[src/core/asp_regs.svh]
`ifndef ASP_REGS_SVH
`define ASP_REGS_SVH

// ----------------------------------------------------------------
// Register map (2-bit word address on the plain register port)
// ----------------------------------------------------------------
`define ASP_ADDR_CTRL        2'h0
`define ASP_ADDR_DATA        2'h1
`define ASP_ADDR_MODE        2'h2

// ----------------------------------------------------------------
// serial_control_register fields
// ----------------------------------------------------------------
`define ASP_CTRL_RX_DONE     0
`define ASP_CTRL_TX_DONE     1
`define ASP_CTRL_RX_EXTRA    2
`define ASP_CTRL_TX_EXTRA    3
`define ASP_CTRL_RX_ENABLE   4
`define ASP_CTRL_OVERRUN     6
`define ASP_CTRL_RESET       8'h00

// ----------------------------------------------------------------
// serial_mode_register fields
// ----------------------------------------------------------------
`define ASP_MODE_MCE         7
`define ASP_MODE_XBE         6
`define ASP_MODE_PE          4
`define ASP_MODE_PT_HI       3
`define ASP_MODE_PT_LO       2
`define ASP_MODE_INT_EN      1
`define ASP_MODE_THRE        0
`define ASP_MODE_RESET       8'h00

// ----------------------------------------------------------------
// Parity type encodings
// ----------------------------------------------------------------
`define ASP_PAR_ODD          2'h0
`define ASP_PAR_EVEN         2'h1
`define ASP_PAR_MARK         2'h2
`define ASP_PAR_SPACE        2'h3

// ----------------------------------------------------------------
// Sizes and timing
// ----------------------------------------------------------------
`define ASP_FIFO_DEPTH       3
`define ASP_CLK_HZ           100000000
`define ASP_BAUD             115200
`define ASP_OVS_RATE         16
`define ASP_OVS_CYCLES       (`ASP_CLK_HZ / (`ASP_BAUD * `ASP_OVS_RATE))
`define ASP_SUB_LAST         4'hf
`define ASP_SUB_MID          4'h7
`define ASP_LAST_DATA_BIT    3'h7

`endif

[src/core/asp_pkg.sv]
package asp_pkg;

  // Transmit and receive frame walkers share one state set
  typedef enum logic [2:0] {
    ASP_IDLE,
    ASP_START,
    ASP_DATA,
    ASP_EXTRA,
    ASP_STOP
  } asp_state_t;

endpackage

[src/core/asp_fifo_if.sv]
`timescale 1ns/1ps
`default_nettype none

// Link between the port core and its receive store
interface asp_fifo_if;
  logic       push;
  logic [7:0] push_data;
  logic       pop;
  logic [7:0] head;
  logic [1:0] count;
  logic       full;
  logic       empty;

  modport owner (output push, output push_data, output pop,
                 input head, input count, input full, input empty);
  modport store (input push, input push_data, input pop,
                 output head, output count, output full, output empty);
endinterface

`default_nettype wire

[src/core/asp_rx_fifo.sv]
`timescale 1ns/1ps
`default_nettype none
`include "asp_regs.svh"

// Three-entry receive store; the head entry is what the data buffer shows
module asp_rx_fifo (
  input wire logic    clk,
  input wire logic    sys_rst,
  asp_fifo_if.store   fifo
);

  logic [7:0] mem [`ASP_FIFO_DEPTH];
  logic [1:0] wr_ptr;
  logic [1:0] rd_ptr;
  logic [1:0] count;

  // Pointer wrap for a depth that is not a power of two
  function automatic logic [1:0] asp_next_ptr(input logic [1:0] p);
    asp_next_ptr = (p == 2'(`ASP_FIFO_DEPTH - 1)) ? 2'h0 : p + 2'h1;
  endfunction

  logic do_push;
  logic do_pop;
  assign do_push = fifo.push && (count != 2'(`ASP_FIFO_DEPTH));
  assign do_pop  = fifo.pop && (count != 2'h0);

  // Storage array
  always_ff @(posedge clk) begin
    if (do_push) begin
      mem[wr_ptr] <= fifo.push_data;
    end
  end

  // Pointers and fill level
  always_ff @(posedge clk or posedge sys_rst) begin
    if (sys_rst) begin
      wr_ptr <= 2'h0;
      rd_ptr <= 2'h0;
      count  <= 2'h0;
    end else begin
      if (do_push) begin
        wr_ptr <= asp_next_ptr(wr_ptr);
      end
      if (do_pop) begin
        rd_ptr <= asp_next_ptr(rd_ptr);
      end
      count <= count + {1'b0, do_push} - {1'b0, do_pop};
    end
  end

  assign fifo.head  = mem[rd_ptr];
  assign fifo.count = count;
  assign fifo.full  = (count == 2'(`ASP_FIFO_DEPTH));
  assign fifo.empty = (count == 2'h0);

endmodule

`default_nettype wire

[src/core/asp_top.sv]
`timescale 1ns/1ps
`default_nettype none
`include "asp_regs.svh"

module asp_top (
  input  wire logic       clk,
  input  wire logic       sys_rst,
  input  wire logic [1:0] addr,
  input  wire logic [7:0] wdata,
  input  wire logic       wr_en,
  input  wire logic       rd_en,
  output var  logic [7:0] rdata,
  input  wire logic       serial_rx_pin,
  output var  logic       serial_tx_pin,
  output var  logic       irq
);

  // ----------------------------------------------------------------
  // Declarations
  // ----------------------------------------------------------------
  asp_fifo_if fifo ();

  logic             multiproc_comm_enable;
  logic             extra_bit_enable;
  logic             parity_enable;
  logic [1:0]       parity_type_select;
  logic             int_enable;
  logic             rx_enable;
  logic             tx_extra_bit;
  logic             tx_done_flag;
  logic             rx_done_flag;
  logic             rx_overrun_flag;
  logic             rx_extra_seen;

  logic [7:0]       hold_data;
  logic             hold_full;
  logic             tx_holding_empty_flag;

  logic [7:0]       ovs_cnt;
  logic             ovs_tick;

  asp_pkg::asp_state_t tx_state;
  logic [7:0]       tx_shift;
  logic             tx_x;
  logic             tx_has_x;
  logic [2:0]       tx_bitn;
  logic [3:0]       tx_sub;
  logic             tx_bit_end;
  logic             tx_load;
  logic             tx_to_stop;

  logic             rx_meta;
  logic             rx_line;
  asp_pkg::asp_state_t rx_state;
  logic [7:0]       rx_shift;
  logic             rx_x;
  logic             rx_has_x;
  logic [2:0]       rx_bitn;
  logic [3:0]       rx_sub;
  logic             rx_mid;
  logic             rx_frame_end;
  logic             rx_push;
  logic             rx_lost;
  logic             rx_done_set;

  logic             wr_ctrl;
  logic             wr_data;
  logic             wr_mode;
  logic             rd_data;

  // Register port decode, used by several processes
  function automatic logic asp_hit(input logic strobe, input logic [1:0] a, input logic [1:0] target);
    asp_hit = strobe && (a == target);
  endfunction

  // Parity bit for the selected type
  function automatic logic asp_parity(input logic [7:0] d, input logic [1:0] kind);
    case (kind)
      `ASP_PAR_ODD:  asp_parity = ~(^d);
      `ASP_PAR_EVEN: asp_parity = ^d;
      `ASP_PAR_MARK: asp_parity = 1'b1;
      default:       asp_parity = 1'b0;
    endcase
  endfunction

  assign wr_ctrl = asp_hit(wr_en, addr, `ASP_ADDR_CTRL);
  assign wr_data = asp_hit(wr_en, addr, `ASP_ADDR_DATA);
  assign wr_mode = asp_hit(wr_en, addr, `ASP_ADDR_MODE);
  assign rd_data = asp_hit(rd_en, addr, `ASP_ADDR_DATA);

  // ----------------------------------------------------------------
  // Oversampling tick
  // ----------------------------------------------------------------

  // One-cycle enable at sixteen times the bit rate
  always_ff @(posedge clk or posedge sys_rst) begin
    if (sys_rst) begin
      ovs_cnt  <= 8'h00;
      ovs_tick <= 1'b0;
    end else if (ovs_cnt == 8'(`ASP_OVS_CYCLES - 1)) begin
      ovs_cnt  <= 8'h00;
      ovs_tick <= 1'b1;
    end else begin
      ovs_cnt  <= ovs_cnt + 8'h01;
      ovs_tick <= 1'b0;
    end
  end

  // ----------------------------------------------------------------
  // Mode and control settings
  // ----------------------------------------------------------------

  // Mode bits; software is trusted to pick a legal combination
  always_ff @(posedge clk or posedge sys_rst) begin
    if (sys_rst) begin
      multiproc_comm_enable <= 1'b0;
      extra_bit_enable      <= 1'b0;
      parity_enable         <= 1'b0;
      parity_type_select    <= `ASP_PAR_ODD;
      int_enable            <= 1'b0;
    end else if (wr_mode) begin
      multiproc_comm_enable <= wdata[`ASP_MODE_MCE];
      extra_bit_enable      <= wdata[`ASP_MODE_XBE];
      parity_enable         <= wdata[`ASP_MODE_PE];
      parity_type_select    <= wdata[`ASP_MODE_PT_HI:`ASP_MODE_PT_LO];
      int_enable            <= wdata[`ASP_MODE_INT_EN];
    end
  end

  // Plain software-owned control bits
  always_ff @(posedge clk or posedge sys_rst) begin
    if (sys_rst) begin
      rx_enable    <= 1'b0;
      tx_extra_bit <= 1'b0;
    end else if (wr_ctrl) begin
      rx_enable    <= wdata[`ASP_CTRL_RX_ENABLE];
      tx_extra_bit <= wdata[`ASP_CTRL_TX_EXTRA];
    end
  end

  // ----------------------------------------------------------------
  // Event flags (hardware set always beats a software clear)
  // ----------------------------------------------------------------

  // Transmit-done flag
  always_ff @(posedge clk or posedge sys_rst) begin
    if (sys_rst) begin
      tx_done_flag <= 1'b0;
    end else if (tx_to_stop) begin
      tx_done_flag <= 1'b1;
    end else if (wr_ctrl) begin
      tx_done_flag <= wdata[`ASP_CTRL_TX_DONE];
    end
  end

  // Receive-done flag; a clear is ignored while bytes remain stored
  always_ff @(posedge clk or posedge sys_rst) begin
    if (sys_rst) begin
      rx_done_flag <= 1'b0;
    end else if (rx_done_set) begin
      rx_done_flag <= 1'b1;
    end else if (wr_ctrl && wdata[`ASP_CTRL_RX_DONE]) begin
      rx_done_flag <= 1'b1;
    end else if (wr_ctrl && fifo.empty) begin
      rx_done_flag <= 1'b0;
    end
  end

  // Overrun flag
  always_ff @(posedge clk or posedge sys_rst) begin
    if (sys_rst) begin
      rx_overrun_flag <= 1'b0;
    end else if (rx_lost) begin
      rx_overrun_flag <= 1'b1;
    end else if (wr_ctrl) begin
      rx_overrun_flag <= wdata[`ASP_CTRL_OVERRUN];
    end
  end

  // One interrupt line for both directions, registered
  always_ff @(posedge clk or posedge sys_rst) begin
    if (sys_rst) begin
      irq <= 1'b0;
    end else begin
      irq <= int_enable && (tx_done_flag || rx_done_flag);
    end
  end

  // ----------------------------------------------------------------
  // Transmit holding register
  // ----------------------------------------------------------------
  assign tx_load = (tx_state == asp_pkg::ASP_IDLE) && hold_full;

  // A write in the load cycle refills the holder, so nothing is lost
  always_ff @(posedge clk or posedge sys_rst) begin
    if (sys_rst) begin
      hold_data <= 8'h00;
      hold_full <= 1'b0;
    end else if (wr_data) begin
      hold_data <= wdata;
      hold_full <= 1'b1;
    end else if (tx_load) begin
      hold_full <= 1'b0;
    end
  end

  assign tx_holding_empty_flag = ~hold_full;

  // ----------------------------------------------------------------
  // Transmit shifter
  // ----------------------------------------------------------------
  assign tx_bit_end = ovs_tick && (tx_sub == `ASP_SUB_LAST);
  assign tx_to_stop = tx_bit_end
                      && (((tx_state == asp_pkg::ASP_DATA) && (tx_bitn == `ASP_LAST_DATA_BIT) && !tx_has_x)
                          || (tx_state == asp_pkg::ASP_EXTRA));

  // Sub-bit counter, restarted for every frame
  always_ff @(posedge clk or posedge sys_rst) begin
    if (sys_rst) begin
      tx_sub <= 4'h0;
    end else if (tx_state == asp_pkg::ASP_IDLE) begin
      tx_sub <= 4'h0;
    end else if (ovs_tick) begin
      tx_sub <= tx_sub + 4'h1;
    end
  end

  // Frame walker; the pin is a flop so it lags the state by one clock
  always_ff @(posedge clk or posedge sys_rst) begin
    if (sys_rst) begin
      tx_state      <= asp_pkg::ASP_IDLE;
      tx_shift      <= 8'h00;
      tx_x          <= 1'b0;
      tx_has_x      <= 1'b0;
      tx_bitn       <= 3'h0;
      serial_tx_pin <= 1'b1;
    end else begin
      case (tx_state)
        asp_pkg::ASP_IDLE: begin
          serial_tx_pin <= 1'b1;
          if (tx_load) begin
            tx_shift <= hold_data;
            tx_x     <= parity_enable ? asp_parity(hold_data, parity_type_select)
                                      : tx_extra_bit;
            tx_has_x <= parity_enable || extra_bit_enable;
            tx_bitn  <= 3'h0;
            tx_state <= asp_pkg::ASP_START;
          end
        end
        asp_pkg::ASP_START: begin
          serial_tx_pin <= 1'b0;
          if (tx_bit_end) begin
            tx_state <= asp_pkg::ASP_DATA;
          end
        end
        asp_pkg::ASP_DATA: begin
          serial_tx_pin <= tx_shift[tx_bitn];
          if (tx_bit_end) begin
            if (tx_bitn != `ASP_LAST_DATA_BIT) begin
              tx_bitn <= tx_bitn + 3'h1;
            end else if (tx_has_x) begin
              tx_state <= asp_pkg::ASP_EXTRA;
            end else begin
              tx_state <= asp_pkg::ASP_STOP;
            end
          end
        end
        asp_pkg::ASP_EXTRA: begin
          serial_tx_pin <= tx_x;
          if (tx_bit_end) begin
            tx_state <= asp_pkg::ASP_STOP;
          end
        end
        asp_pkg::ASP_STOP: begin
          serial_tx_pin <= 1'b1;
          if (tx_bit_end) begin
            tx_state <= asp_pkg::ASP_IDLE;
          end
        end
        default: begin
          tx_state <= asp_pkg::ASP_IDLE;
        end
      endcase
    end
  end

  // ----------------------------------------------------------------
  // Receive pin synchroniser
  // ----------------------------------------------------------------

  // Two flops; only rx_line is looked at by the receiver
  always_ff @(posedge clk or posedge sys_rst) begin
    if (sys_rst) begin
      rx_meta <= 1'b1;
      rx_line <= 1'b1;
    end else begin
      rx_meta <= serial_rx_pin;
      rx_line <= rx_meta;
    end
  end

  // ----------------------------------------------------------------
  // Receive shifter
  // ----------------------------------------------------------------
  assign rx_mid = ovs_tick
                  && (rx_sub == ((rx_state == asp_pkg::ASP_START) ? `ASP_SUB_MID : `ASP_SUB_LAST));
  assign rx_frame_end = rx_mid && (rx_state == asp_pkg::ASP_STOP);
  assign rx_push      = rx_frame_end && rx_line && !fifo.full;
  assign rx_lost      = rx_frame_end && rx_line && fifo.full;
  assign rx_done_set  = rx_push && (!multiproc_comm_enable || rx_x);

  // Sub-bit counter; the first wrap lands mid start bit, later ones mid bit
  always_ff @(posedge clk or posedge sys_rst) begin
    if (sys_rst) begin
      rx_sub <= 4'h0;
    end else if ((rx_state == asp_pkg::ASP_IDLE) || (rx_mid && (rx_state == asp_pkg::ASP_START))) begin
      rx_sub <= 4'h0;
    end else if (ovs_tick) begin
      rx_sub <= rx_sub + 4'h1;
    end
  end

  // Frame walker; a start edge is only honoured while receive is enabled
  always_ff @(posedge clk or posedge sys_rst) begin
    if (sys_rst) begin
      rx_state <= asp_pkg::ASP_IDLE;
      rx_shift <= 8'h00;
      rx_x     <= 1'b0;
      rx_has_x <= 1'b0;
      rx_bitn  <= 3'h0;
    end else begin
      case (rx_state)
        asp_pkg::ASP_IDLE: begin
          if (rx_enable && !rx_line) begin
            rx_x     <= 1'b0;
            rx_has_x <= parity_enable || extra_bit_enable;
            rx_bitn  <= 3'h0;
            rx_state <= asp_pkg::ASP_START;
          end
        end
        asp_pkg::ASP_START: begin
          if (rx_mid) begin
            // A glitch shorter than half a bit is not a start bit
            rx_state <= rx_line ? asp_pkg::ASP_IDLE : asp_pkg::ASP_DATA;
          end
        end
        asp_pkg::ASP_DATA: begin
          if (rx_mid) begin
            rx_shift <= {rx_line, rx_shift[7:1]};
            rx_bitn  <= rx_bitn + 3'h1;
            if (rx_bitn == `ASP_LAST_DATA_BIT) begin
              rx_state <= rx_has_x ? asp_pkg::ASP_EXTRA : asp_pkg::ASP_STOP;
            end
          end
        end
        asp_pkg::ASP_EXTRA: begin
          if (rx_mid) begin
            rx_x     <= rx_line;
            rx_state <= asp_pkg::ASP_STOP;
          end
        end
        asp_pkg::ASP_STOP: begin
          if (rx_mid) begin
            rx_state <= asp_pkg::ASP_IDLE;
          end
        end
        default: begin
          rx_state <= asp_pkg::ASP_IDLE;
        end
      endcase
    end
  end

  // Extra bit of the last stored frame, for software address checks
  always_ff @(posedge clk or posedge sys_rst) begin
    if (sys_rst) begin
      rx_extra_seen <= 1'b0;
    end else if (rx_push) begin
      rx_extra_seen <= rx_x;
    end
  end

  // ----------------------------------------------------------------
  // Receive store
  // ----------------------------------------------------------------
  assign fifo.push      = rx_push;
  assign fifo.push_data = rx_shift;
  assign fifo.pop       = rd_data;

  asp_rx_fifo u_rx_fifo (
    .clk     (clk),
    .sys_rst (sys_rst),
    .fifo    (fifo)
  );

  // ----------------------------------------------------------------
  // Read data
  // ----------------------------------------------------------------

  // Read data is valid only in the cycle after the strobe
  always_ff @(posedge clk or posedge sys_rst) begin
    if (sys_rst) begin
      rdata <= 8'h00;
    end else if (rd_en) begin
      case (addr)
        `ASP_ADDR_CTRL: begin
          rdata <= {1'b0, rx_overrun_flag, 1'b0, rx_enable, tx_extra_bit,
                    rx_extra_seen, tx_done_flag, rx_done_flag};
        end
        `ASP_ADDR_DATA: begin
          rdata <= fifo.empty ? 8'h00 : fifo.head;
        end
        `ASP_ADDR_MODE: begin
          rdata <= {multiproc_comm_enable, extra_bit_enable, 1'b0, parity_enable,
                    parity_type_select, int_enable, tx_holding_empty_flag};
        end
        default: begin
          rdata <= 8'h00;
        end
      endcase
    end else begin
      rdata <= 8'h00;
    end
  end

endmodule

`default_nettype wire

[config.mk]
export PLATFORM = sky130hd
export DESIGN_NAME = asp_top
export DESIGN_NICKNAME = d
export VERILOG_FILES = /design/src/core/asp_pkg.sv /design/src/core/asp_fifo_if.sv /design/src/core/asp_rx_fifo.sv /design/src/core/asp_top.sv
export VERILOG_INCLUDE_DIRS = /design/src /design/src/core
export SDC_FILE = /design/constraint.sdc
export NUM_CORES = 1
export LEC_CHECK = 0
export ABC_AREA = 1
export BUFFER_PORTS_ARGS = -buffer_cell sky130_fd_sc_hd__buf_2
export CAP_MARGIN = 20
export CORE_ASPECT_RATIO = 0.75
export CORE_MARGIN = 5
export CORE_UTILIZATION = 50
export CTS_CLUSTER_DIAMETER = 80
export DETAILED_ROUTE_END_ITERATION = 16
export PLACE_DENSITY = 0.71
export SYNTH_ARGS = -nofsm -noshare
export SYNTH_HDL_FRONTEND = slang
export SYNTH_SLANG_ARGS = --single-unit
[constraint.sdc]
create_clock -name clk -period 3.7 [get_ports clk]
set_input_delay 0.555 -clock clk [delete_from_list [all_inputs] [get_ports clk]]
set_output_delay 0.555 -clock clk [all_outputs]
set_load 0.05 [all_outputs]
==> metrics.yaml <==
r2r_end: "u_rx_fifo.mem[2][6]$_DFFE_PP_"
fin_cells: 720
post-route-period-util_pct: 57.5
leakage_nw: 2.69
syn_nets: 576
cp-start-kind: "register"
cts_max_level: 3
drive_gt1_share_pct: 12.8
place_inst: 704
criticalPathCategory: "reg -> reg"
syn_inst: 551
ios: 25
die_area_sq_um: 12300
floorplan.initialDensity_pct: 51.8
drtPass1Iterations: 5
p_sw_share_pct: 32.0
yosysTopAreaCell: "dfrtp_1"
cts_tree: "built"
grt_pass1_vias: 3635
clockBufferDepth: 2
fp.dieW_microns: 126
grt_max_degree: 35
p_int_mw: 2.11
syn_area_sq_um: 5090
rsz0062_at_grt: "false"
tightestPinTransition_ns: 0.647
synthFlopType: "dfrtp_1"
mostFrequentLayoutCells: "161 x nand2_1, 85 x dfrtp_1, 66 x inv_1"
fin_setup_tns_ns: 0
slew_headroom_pct: 56.6
hold_viol_final: 0
power.density_nw_per_um2: 550
ys_seq_area_share_pct: 57.5
antenna_left: 0
insertedDiodeCount: 0
synth_top_family_by_area: "simple AND/OR/NAND/NOR gates"
synth_compound_area_share_pct: 10.3
mostFrequentLayoutCell: "nand2_1"
clock-sinks: 112
clock.fmax_ghz: 0.470
p_comb_share_pct: 21.3
slew_violations: 0
die_h_microns: 97.3
seq_power_share_pct: 46.9
synthTopCellsByArea: "dfrtp_1 42%, edfxtp_1 14%, nand2_1 12%"
synthSimpleGateAreaFrac_pct: 21.7
clock_power_share_pct: 31.7
antenna_found_initial: 0
drc: 0
grt-ovfl-total: 0
ys_async_sr_fraction_pct: 78.6
final_nets: 608
post-dp-hpwl_microns: 7480
post-route-util_pct: 57.6
gp_congestion: 0.917
r2r_setup_slack_ns: 1.57
core_sq_um: 9810
grt_usage_pct: 17.4
status: "finished, final reports clean"
syn_area_per_cell_sq_um: 9.23
post_drt_wl_per_cell_microns: 14.1
synth_fa_ha_area_share_pct: 2.46
rows: 31
wl_microns: 10200
synthXorXnorAreaFrac_pct: 1.35
hold_class: "in -> async"
clockRootBuffer: "clkbuf_16"
crit_arrival_ns: 2.11
setup_viol: 0
path_max_fanout: 8
vias: 3769
path_clk_slew_ns: 0.07
synthMuxAreaShare_pct: 0.443
postCtsSetupBuffers: 0
startpoint: "rx_state[1]$_DFFE_PP0P_"
io_buffers: 24
p_sw_mw: 0.996
fin_worst_skew_ns: 0.00957
synth.top_cell.area_share_pct: 41.8
clkLatencyLatePin_ns: 0.34
syn2layout_area_growth_pct: 11.2
endpoint_kind: "register"
min_period_ns: 2.13
cp_data_required_time_ns: 3.68
vias_per_cell: 5.23
synth.distinct_cells: 45
drv_cap: 0
synth_edf_count: 24
worst_r2r_path_depth: 7
ys_seq_elements: 112
ctsHoldBuffers: 0
cts_resized: 0
peakVddDrop_mv: 0.273
critPathCapture: "u_rx_fifo.mem[2][6]$_DFFE_PP_"
grt_pass1_wl_microns: 17400
yosys_warnings: 0
cts_buffers: 9
drt_iter0_drc: 340
r2r_start: "rx_state[1]$_DFFE_PP0P_"
[critical path: stages (launching register included)]
cell and delay (ns):
dfrtp_1 0.40, inv_1 0.12, nand3_2 0.12, xor2_2 0.16, nand2_2 0.12, nor3_4 0.22
nand2_4 0.11, nor3_2 0.51
[cells in the mapped netlist, types with 2 or more instances]
cell type and number:
nor2_4 3, nor2_1 36, nand4_1 3, o21ai_1 9
nand3_1 21, o22ai_1 2, dfrtp_1 85, nor2_2 2
clkinv_2 2, nand2_4 2, o21ai_2 2, or2_4 2
a22oi_1 6, nand2_2 4, o21ai_0 46, buf_6 2
a21oi_1 20, a31oi_1 2, nor3_1 8, xor2_1 2
nand2_1 161, ha_1 10, inv_2 3, inv_1 67
nor3_2 2, xnor2_1 4, buf_2 2, dfstp_2 3
edfxtp_1 24
[how the worst min path moves through the flow]
stage,slack [ns],endpoint,startpoint,cells after the start
finish,0.24,rx_sub[3]$_DFFE_PP0P_,sys_rst,2
global route,0.28,rx_state[0]$_DFFE_PP0P_,sys_rst,2
CTS,0.25,rx_state[0]$_DFFE_PP0P_,sys_rst,2
detailed placement,0.35,rx_line$_DFF_PP1_,rx_meta$_DFF_PP1_,0
global placement,0.35,rx_line$_DFF_PP1_,rx_meta$_DFF_PP1_,0
floorplan,0.35,rx_line$_DFF_PP1_,rx_meta$_DFF_PP1_,0
[sequential cells by signal, summed over array words and instances, names as in the netlist, 2 cells and up]
register / flops
tx_shift: 8
u_rx_fifo.fifo.count: 2
tx_sub: 4
tx_state: 3
rdata: 8
u_rx_fifo.mem: 24
u_rx_fifo.rd_ptr: 2
ovs_cnt: 8
tx_bitn: 3
hold_data: 8
u_rx_fifo.wr_ptr: 2
parity_type_select: 2
rx_bitn: 3
rx_state: 3
rx_sub: 4
fifo.push_data: 8
[power by group through the flow]
stage          Sequential (mW)  Combinational [mW]  Clock, mW
5_1_grt                   1.47               0.759       1.05
6_report                  1.46               0.663      0.986
3_5_place_dp              1.48               0.655          0
4_1_cts                   1.46               0.663       1.00
3_3_place_gp              1.47               0.632          0
2_1_floorplan             1.50               0.452          0
[through the flow]
step | area [sq um] | hold WS, ns | power [mW] | setup slack [ns]
after floorplan | 5090 | 0.345 | 1.95 | 0.871
after global placement | 5350 | 0.351 | 2.11 | 1.68
after detailed placement | 5350 | 0.348 | 2.13 | 1.59
after CTS | 5660 | 0.248 | 3.12 | 1.58
after global routing | 5660 | 0.283 | 3.29 | 1.40
final | 5660 | 0.238 | 3.11 | 1.57
[layout make-up]
class / instances / area [sq um]
Tap cell: 132 / 165
Timing Repair Buffer: 26 / 135
Clock buffer: 11 / 243
Sequential cell: 112 / 2930
Clock inverter: 5 / 61.3
Inverter: 73 / 280
Fill cell: 829 / 4160
Multi-Input combinational cell: 361 / 1840
[layer usage]
metal  routed length, microns  GRT usage [%]  up-vias
met5                        0              0        -
met4                      150           4.78        0
met3                      699           5.77       17
met2                     4260           24.8      126
met1                     5050           25.6     1775
li1                         -              -     1851
[logic make-up after synthesis]
| kind of cell | count (synthesis) |
|---|---|
| xor gates and xnor gates | 7 |
| AOI/OAI and AO/OA | 93 |
| and+or+nand+nor | 250 |
| DFF | 112 |
| adders and majority gates | 10 |
| buffers and inverters | 78 |
| muxes | 1 |
Note: power is estimated with default switching activity, not from simulation.
